[src/pkg/vector_resolver_consts.vh]
// Offsets, field positions, vector numbers and reset values of the resolver
`ifndef VECTOR_RESOLVER_CONSTS_VH
`define VECTOR_RESOLVER_CONSTS_VH

// AXI4-Lite register byte offsets
`define OFS_PRIO_A      8'h00
`define OFS_PRIO_B      8'h04
`define OFS_MODE        8'h08
`define OFS_VECTOR      8'h0C
`define OFS_IRQ_STATUS  8'h10
`define OFS_IRQ_MASK    8'h14

// Reset values
`define PRIO_A_RESET    8'h00
`define PRIO_B_RESET    8'h00
`define MODE_RESET      1'b0

// Field positions in priority_config_reg_a
`define PA_EXT0         7
`define PA_EXT1         6
`define PA_EXT45        4
`define PA_WDT          3
`define PA_TMR0         2
`define PA_TMR1         1
`define PA_TMR2         0
// Field positions in priority_config_reg_b
`define PB_TMR3         7
`define PB_TMR4         6
`define PB_SER0         3
`define PB_SER1         2
`define PB_ADC          1
// Writable bits of the priority registers
`define PA_WMASK        8'hDF
`define PB_WMASK        8'hCE

// Vector numbers
`define VEC_NMI         6'h07
`define VEC_EXT0        6'h0C
`define VEC_EXT1        6'h0D
`define VEC_EXT4        6'h10
`define VEC_EXT5        6'h11
`define VEC_WDT         6'h14
`define VEC_TMR0        6'h18
`define VEC_TMR1        6'h1C
`define VEC_TMR2        6'h20
`define VEC_TMR3        6'h24
`define VEC_TMR4        6'h28
`define VEC_SER0        6'h34
`define VEC_SER1        6'h38
`define VEC_ADC         6'h3C

// Interrupt status bits
`define ST_NMI          0
`define ST_CHANGE       1

`endif

[src/rtl/interrupt_vector_priority_resolver.v]
// Interrupt vector priority resolver with AXI4-Lite configuration registers
//
// Contract
// - Equal-level pending requests resolve to the lowest vector number.
// - NMI always wins, ignores group bits; other sources use priority regs.
// - Reset clears group bits so order is pure vector-number order.
// - Table address is vector times two normal, four advanced; 16 bits.
// - NMI uses vector 7, address 000E normal or 001C advanced.
// - External request 0 vector 12 bit A7; request 1 vector 13 bit A6.
// - External requests 4 and 5 use vectors 16, 17 sharing bit A4.
// - Watchdog interval overflow uses vector 20 and bit A3.
// - Timer 0 match A, match B, overflow use vectors 24-26, bit A2.
// - Timer 1 match A, match B, overflow use vectors 28-30, bit A1.
// - Timer 2 match A, match B, overflow use vectors 32-34, bit A0.
// - Timer 3 match A, match B, overflow use vectors 36-38, bit B7.
// - Timer 4 match A, match B, overflow use vectors 40-42, bit B6.
// - Serial 0 rx error, rx full, tx empty, tx end use vectors 52-55, B3.
// - Serial 1 rx error, rx full, tx empty, tx end use vectors 56-59, B2.
// - A/D conversion end uses vector 60, bit B1, lowest default.
// - Level-1 sources beat all level-0 sources; ties by vector order.
//
// The register offsets and the AXI4-Lite interface to the registers were chosen for this implementation.
`timescale 1ns/1ps
`include "vector_resolver_consts.vh"

module interrupt_vector_priority_resolver (
   // Clock and reset
   input  wire        aclk,
   input  wire        aresetn,
   // AXI4-Lite write address
   input  wire [7:0]  s_axi_awaddr,
   input  wire        s_axi_awvalid,
   output wire        s_axi_awready,
   // AXI4-Lite write data
   input  wire [31:0] s_axi_wdata,
   input  wire [3:0]  s_axi_wstrb,
   input  wire        s_axi_wvalid,
   output wire        s_axi_wready,
   // AXI4-Lite write response
   output reg  [1:0]  s_axi_bresp,
   output reg         s_axi_bvalid,
   input  wire        s_axi_bready,
   // AXI4-Lite read address
   input  wire [7:0]  s_axi_araddr,
   input  wire        s_axi_arvalid,
   output wire        s_axi_arready,
   // AXI4-Lite read data
   output reg  [31:0] s_axi_rdata,
   output reg  [1:0]  s_axi_rresp,
   output reg         s_axi_rvalid,
   input  wire        s_axi_rready,
   // Interrupt sources, active high, held by the sources until serviced
   input  wire        nmi_request,
   input  wire        ext_request_0,
   input  wire        ext_request_1,
   input  wire        ext_request_4,
   input  wire        ext_request_5,
   input  wire        watchdog_interval_overflow,
   input  wire [2:0]  timer0_req,
   input  wire [2:0]  timer1_req,
   input  wire [2:0]  timer2_req,
   input  wire [2:0]  timer3_req,
   input  wire [2:0]  timer4_req,
   input  wire [3:0]  serial0_req,
   input  wire [3:0]  serial1_req,
   input  wire        adc_conversion_end,
   // Resolved request towards the core
   output reg         req_valid,
   output reg  [5:0]  req_vector,
   output reg  [15:0] req_address,
   output reg         req_level,
   // Interrupt to the system
   output wire        irq
);

   // ==========================================================
   // Functions
   // ==========================================================
   // Table entry address of a vector
   function [15:0] vec_addr;
      input [5:0] vec;
      input       adv;
      begin
         if (adv)
            vec_addr = {8'h00, vec, 2'b00};
         else
            vec_addr = {9'h000, vec, 1'b0};
      end
   endfunction

   // Lowest-numbered set bit of a 64-entry request map
   function [6:0] first_set;
      input [63:0] map;
      integer i;
      begin
         first_set = 7'h40;
         for (i = 63; i >= 0; i = i - 1) begin
            if (map[i])
               first_set = i[6:0];
         end
      end
   endfunction

   // ==========================================================
   // Registers
   // ==========================================================
   reg [7:0]  prio_a_reg;
   reg [7:0]  prio_b_reg;
   reg        adv_mode_reg;
   reg [1:0]  status_reg;
   reg [1:0]  mask_reg;
   reg        aw_held_reg;
   reg [7:0]  aw_addr_reg;
   reg        w_held_reg;
   reg [31:0] w_data_reg;
   reg [3:0]  w_strb_reg;
   reg [5:0]  last_vec_reg;
   reg        last_valid_reg;

   // ==========================================================
   // Request maps indexed by vector number
   // ==========================================================
   reg [63:0] pend_map;
   reg [63:0] group_hi;

   always @* begin
      pend_map = 64'h0000000000000000;
      group_hi = 64'h0000000000000000;
      pend_map[`VEC_EXT0]       = ext_request_0;
      pend_map[`VEC_EXT1]       = ext_request_1;
      pend_map[`VEC_EXT4]       = ext_request_4;
      pend_map[`VEC_EXT5]       = ext_request_5;
      pend_map[`VEC_WDT]        = watchdog_interval_overflow;
      pend_map[`VEC_TMR0 +: 3]  = timer0_req;
      pend_map[`VEC_TMR1 +: 3]  = timer1_req;
      pend_map[`VEC_TMR2 +: 3]  = timer2_req;
      pend_map[`VEC_TMR3 +: 3]  = timer3_req;
      pend_map[`VEC_TMR4 +: 3]  = timer4_req;
      pend_map[`VEC_SER0 +: 4]  = serial0_req;
      pend_map[`VEC_SER1 +: 4]  = serial1_req;
      pend_map[`VEC_ADC]        = adc_conversion_end;
      group_hi[`VEC_EXT0]       = prio_a_reg[`PA_EXT0];
      group_hi[`VEC_EXT1]       = prio_a_reg[`PA_EXT1];
      group_hi[`VEC_EXT4 +: 2]  = {2{prio_a_reg[`PA_EXT45]}};
      group_hi[`VEC_WDT]        = prio_a_reg[`PA_WDT];
      group_hi[`VEC_TMR0 +: 3]  = {3{prio_a_reg[`PA_TMR0]}};
      group_hi[`VEC_TMR1 +: 3]  = {3{prio_a_reg[`PA_TMR1]}};
      group_hi[`VEC_TMR2 +: 3]  = {3{prio_a_reg[`PA_TMR2]}};
      group_hi[`VEC_TMR3 +: 3]  = {3{prio_b_reg[`PB_TMR3]}};
      group_hi[`VEC_TMR4 +: 3]  = {3{prio_b_reg[`PB_TMR4]}};
      group_hi[`VEC_SER0 +: 4]  = {4{prio_b_reg[`PB_SER0]}};
      group_hi[`VEC_SER1 +: 4]  = {4{prio_b_reg[`PB_SER1]}};
      group_hi[`VEC_ADC]        = prio_b_reg[`PB_ADC];
   end

   // ==========================================================
   // Arbitration
   // ==========================================================
   // Reserved vectors never enter pend_map, so they can never win.
   wire [6:0] hi_win = first_set(pend_map & group_hi);
   wire [6:0] lo_win = first_set(pend_map & ~group_hi);

   reg        win_valid;
   reg [5:0]  win_vec;
   reg        win_level;

   always @* begin
      win_valid = 1'b1;
      win_level = 1'b1;
      win_vec   = `VEC_NMI;
      if (nmi_request) begin
         win_vec   = `VEC_NMI;
         win_level = 1'b1;
      end else if (!hi_win[6]) begin
         win_vec   = hi_win[5:0];
         win_level = 1'b1;
      end else if (!lo_win[6]) begin
         win_vec   = lo_win[5:0];
         win_level = 1'b0;
      end else begin
         win_valid = 1'b0;
         win_level = 1'b0;
      end
   end

   // Registered outputs; losers are not latched and stay visible
   // at the inputs, so they win as soon as the higher one drops.
   always @(posedge aclk) begin
      if (!aresetn) begin
         req_valid   <= 1'b0;
         req_vector  <= 6'h00;
         req_address <= 16'h0000;
         req_level   <= 1'b0;
      end else begin
         req_valid   <= win_valid;
         req_vector  <= win_valid ? win_vec : 6'h00;
         req_address <= win_valid ? vec_addr(win_vec, adv_mode_reg)
                                  : 16'h0000;
         req_level   <= win_level;
      end
   end

   // ==========================================================
   // Interrupt status: NMI seen, winning vector changed
   // ==========================================================
   wire [1:0] events;
   assign events[`ST_NMI]    = nmi_request & win_valid &
                               (win_vec != last_vec_reg);
   assign events[`ST_CHANGE] = win_valid &
                               (!last_valid_reg || win_vec != last_vec_reg);
   assign irq = |(status_reg & mask_reg);

   always @(posedge aclk) begin
      if (!aresetn) begin
         last_vec_reg   <= 6'h00;
         last_valid_reg <= 1'b0;
      end else begin
         last_vec_reg   <= win_valid ? win_vec : 6'h00;
         last_valid_reg <= win_valid;
      end
   end

   // ==========================================================
   // AXI4-Lite slave
   // ==========================================================
   // Address and data are latched separately and may come in either
   // order; one outstanding write keeps the response logic trivial.
   assign s_axi_awready = !aw_held_reg && !s_axi_bvalid;
   assign s_axi_wready  = !w_held_reg && !s_axi_bvalid;
   assign s_axi_arready = !s_axi_rvalid;

   wire do_write = aw_held_reg && w_held_reg && !s_axi_bvalid;
   wire [1:0] w1c = (do_write && aw_addr_reg == `OFS_IRQ_STATUS &&
                     w_strb_reg[0]) ? w_data_reg[1:0] : 2'b00;

   always @(posedge aclk) begin
      if (!aresetn) begin
         prio_a_reg   <= `PRIO_A_RESET;
         prio_b_reg   <= `PRIO_B_RESET;
         adv_mode_reg <= `MODE_RESET;
         mask_reg     <= 2'b00;
         status_reg   <= 2'b00;
         aw_held_reg  <= 1'b0;
         aw_addr_reg  <= 8'h00;
         w_held_reg   <= 1'b0;
         w_data_reg   <= 32'h00000000;
         w_strb_reg   <= 4'h0;
         s_axi_bvalid <= 1'b0;
         s_axi_bresp  <= 2'b00;
      end else begin
         // Set wins over a same-cycle write-one clear
         status_reg <= (status_reg & ~w1c) | events;
         if (s_axi_awvalid && s_axi_awready) begin
            aw_held_reg <= 1'b1;
            aw_addr_reg <= s_axi_awaddr;
         end
         if (s_axi_wvalid && s_axi_wready) begin
            w_held_reg <= 1'b1;
            w_data_reg <= s_axi_wdata;
            w_strb_reg <= s_axi_wstrb;
         end
         if (do_write) begin
            aw_held_reg  <= 1'b0;
            w_held_reg   <= 1'b0;
            s_axi_bvalid <= 1'b1;
            s_axi_bresp  <= 2'b00;
            case (aw_addr_reg)
               `OFS_PRIO_A: begin
                  if (w_strb_reg[0])
                     prio_a_reg <= w_data_reg[7:0] & `PA_WMASK;
               end
               `OFS_PRIO_B: begin
                  if (w_strb_reg[0])
                     prio_b_reg <= w_data_reg[7:0] & `PB_WMASK;
               end
               `OFS_MODE: begin
                  if (w_strb_reg[0])
                     adv_mode_reg <= w_data_reg[0];
               end
               `OFS_IRQ_MASK: begin
                  if (w_strb_reg[0])
                     mask_reg <= w_data_reg[1:0];
               end
               `OFS_IRQ_STATUS, `OFS_VECTOR: begin
               end
               default: s_axi_bresp <= 2'b10;
            endcase
         end else if (s_axi_bvalid && s_axi_bready) begin
            s_axi_bvalid <= 1'b0;
         end
      end
   end

   always @(posedge aclk) begin
      if (!aresetn) begin
         s_axi_rvalid <= 1'b0;
         s_axi_rdata  <= 32'h00000000;
         s_axi_rresp  <= 2'b00;
      end else if (s_axi_arvalid && s_axi_arready) begin
         s_axi_rvalid <= 1'b1;
         s_axi_rresp  <= 2'b00;
         case (s_axi_araddr)
            `OFS_PRIO_A:     s_axi_rdata <= {24'h000000, prio_a_reg};
            `OFS_PRIO_B:     s_axi_rdata <= {24'h000000, prio_b_reg};
            `OFS_MODE:       s_axi_rdata <= {31'h00000000, adv_mode_reg};
            `OFS_VECTOR:     s_axi_rdata <= {req_valid, 6'h00, req_level,
                                             2'h0, req_vector,
                                             req_address};
            `OFS_IRQ_STATUS: s_axi_rdata <= {30'h00000000, status_reg};
            `OFS_IRQ_MASK:   s_axi_rdata <= {30'h00000000, mask_reg};
            default: begin
               s_axi_rdata <= 32'h00000000;
               s_axi_rresp <= 2'b10;
            end
         endcase
      end else if (s_axi_rvalid && s_axi_rready) begin
         s_axi_rvalid <= 1'b0;
      end
   end

endmodule

[config.mk]
export PLATFORM = sky130hd
export DESIGN_NAME = interrupt_vector_priority_resolver
export DESIGN_NICKNAME = d
export VERILOG_FILES = /design/src/rtl/interrupt_vector_priority_resolver.v
export VERILOG_INCLUDE_DIRS = /design/src /design/src/pkg
export SDC_FILE = /design/constraint.sdc
export NUM_CORES = 1
export LEC_CHECK = 0
export BUFFER_PORTS_ARGS = -buffer_cell sky130_fd_sc_hd__buf_4
export CAP_MARGIN = 0
export CORE_MARGIN = 2
export CORE_UTILIZATION = 54
export CTS_BUF_LIST = sky130_fd_sc_hd__clkbuf_16
export DETAILED_ROUTE_END_ITERATION = 10
export PLACE_DENSITY = 0.88
export SLEW_MARGIN = 10
export SYNTH_ARGS = -nofsm -noshare
export SYNTH_HDL_FRONTEND = slang
export SYNTH_SLANG_ARGS = --single-unit
[constraint.sdc]
create_clock -name aclk -period 4.7 [get_ports aclk]
set_clock_uncertainty 0.2 [all_clocks]
set_input_delay 0.94 -clock aclk [delete_from_list [all_inputs] [get_ports aclk]]
set_output_delay 0.94 -clock aclk [all_outputs]
set_load 0.03 [all_outputs]
==> run summary <==
Clk sink count - 70
Clock latency on the worst-skew pair - 0.32 ns
FMAX - 276 MHz
CTS max path bufs - 2
Async set or reset register ratio after synthesis - 0
RSZ-0062 raised after global routing - no
Number of enable flip-flop cells after synthesis - 0
P_leak - 2.25 nW
Met3 Track Usage GR - 0.0548
Peak supply drop - 0.000233 V
Hold_sp - s_axi_rdata[6]
Number of DRC markers in iteration 0 - 383
Final worst path period share - 0.772
Finished Core Util - 0.683
CP arrival - 3.62 ns
Sw Ratio - 0.268
Number of I/O pins - 155
Predominant post-synthesis flop cell - dfxtp_1
Reg2reg start - prio_a_reg[4]
Final min period - 3.63 ns
H-tree depth - 3
CTS resizes - 0
Core area - 0.00773 mm²
Final wirelength - 13000 µm
DR pass1 iterations - 5
Clock share of power - 0.443
Area of the multi-input gates - 0.00264 mm²
Post-synth top cells - 70 x dfxtp_1, 70 x nand2_1, 40 x nor2b_1
FF+latch area - 0.00140 mm²
Top cell type's share of synthesized area - 0.325
GRT Max-Usage Layer - met2
Number of buffers created by CTS - 9
Root Buffer - clkbuf_16
CP endpoint - status_reg[0]
Avg Inst Size Synth - 8.07 µm²
RR Endpoint - status_reg[0]
Chip height - 93.4 µm
First-pass GRT wire length - 20900 µm
Post-DRT Antenna Nets - 0
Cell Pwr Density - 303 mW/mm²
Max Cap Violations - 0
DRC errors left - 0
Synth Cell Area - 0.00432 mm²
Flops & latches, synth - 70
Part of the power in registers - 0.398
Post-place instance area - 0.00497 mm²
CTS clk-pin slew, worst paths - 0.06 ns
Area leader, netlist - dfxtp_1
Final hold viol count - 0
Total GRT Usage - 0.302
Synth cell types - 82
Die Area - 0.00872 mm²
PortBufs - 99
Worst Setup Path Type - primary input to flop
Nets - 710
Rel. slew slack - 0.514
Routed wire per std cell - 17.9 µm
Worst Reg-to-Reg Cells - 8
CP startpoint kind - primary input
Setup bufs post-CTS - 0
Final Wtd Congestion - 0.993
CP required - 4.69 ns
HPWL after DPL - 9490 µm
Ys Warns - 0
R2R Setup Slk - 1.55 ns
# hold bufs at CTS - 0
Avg Vias per Cell - 6.00
Fill cell count - 616
Outcome - finished clean
Final setup fails - 0
Initial antenna violation count - 0
Worst Path Max Fanout - 4
Synth Instances - 535
Max reg flops - 16
CTS tree - yes
P_int - 1.17 mW
Die W - 93.4 µm
Worst Setup End Kind - flop
Pin count of the biggest net entering global routing - 57
Critical path startpoint - serial1_req[0]
Met2 Use GR - 0.532
Met1 global-route usage - 0.359
Antenna Cells - 0
Vias in the first global route - 4214
Rows - 32
Layout cells sized above 1 - 0.217
Design area - 0.00528 mm²
Slew Viols, Final - 0
Worst Max-Slew Pin Slew - 0.724 ns
Ranking of synthesized cells by area - dfxtp_1 32%, nand2_1 6.1%, nor2b_1 5.8%
Worst Hold Class - flop to flop
Sequential area share after synthesis - 0.325
Grt ovf - 0
Vias - 4367
Area grow syn2layout - 22.3%
Setup Total Neg Slack - 0 ns
Comb power frac - 0.159
Starting Density - 0.559
Psw - 0.429 mW
-- final cells by class --
class,instances,share of cell area
Clock buffer,9,0.0426
Clock inverter,7,0.0168
Inverter,13,0.00924
Multi-Input combinational cell,427,0.500
Sequential cell,70,0.265
Tap cell,102,0.0242
Timing Repair Buffer,100,0.142
-- cell families (layout without fill, tap and decap cells) --
family	Yosys count	in the layout	synth area share
and+or+nand+nor	223	223	0.265
AOI/OAI and AO/OA	151	151	0.263
DFF	70	70	0.325
buffers and inverters	64	129	0.0867
muxes	23	23	0.0539
xor gates and xnor gates	3	3	0.00609
other	1	27	0.000869
-- metrics by stage --
step	hold slack, ns	std cells	setup WS, ns	power, mW
finish	0.274	728	1.07	1.60
global route	0.307	728	0.958	1.65
CTS	0.283	728	1.08	1.60
detailed placement	0.273	712	0.776	0.895
global placement	0.254	712	0.807	0.889
floorplan	0.243	561	1.66	0.812
-- worst min-delay path by stage --
| stage | end | cells after the start |
|---|---|---|
| after CTS | s_axi_rdata[6] | 2 |
| after detailed placement | s_axi_rdata[6] | 2 |
| final | s_axi_rdata[6] | 2 |
| after global placement | w_strb_reg[0] | 2 |
| after global routing | s_axi_rdata[6] | 2 |
| after floorplan | w_data_reg[4] | 2 |
-- layout by cell type (no fill, tap or decap), drive strengths merged, types with 15 or more instances in the layout --
cell type / synthesis / final
o21ai: 28 / 28
a22oi: 15 / 15
dfxtp: 70 / 70
a21oi: 15 / 15
conb: 1 / 27
nor2: 38 / 38
nand2: 70 / 70
mux2i: 21 / 21
nor2b: 40 / 40
a21boi: 22 / 22
buf: 34 / 100
nand3: 16 / 16
-- metal layers --
metal | part of all wire | wire length, µm | vias up
met5 | 0 | 0 | -
met4 | 0.030 | 397 | 0
met3 | 0.080 | 1040 | 39
met2 | 0.49 | 6430 | 249
met1 | 0.40 | 5160 | 2024
li1 | - | - | 2055
-- power groups by stage --
stage | logic [mW] | registers (mW) | clock network (mW)
after global placement | 0.243 | 0.646 | 0
final | 0.254 | 0.636 | 0.708
after global routing | 0.274 | 0.639 | 0.739
after CTS | 0.252 | 0.635 | 0.709
after floorplan | 0.152 | 0.659 | 0
after detailed placement | 0.248 | 0.647 | 0
-- critical path, cell delays in order --
cell and delay (ns):
buf_4 0.12, nor4_1 0.63, o221ai_1 0.25, a2111oi_0 0.66
o22a_2 0.33, xor2_1 0.16, nand2_1 0.08, nor4b_2 0.33
a21oi_1 0.12
Power figures use the tool's default switching activity.
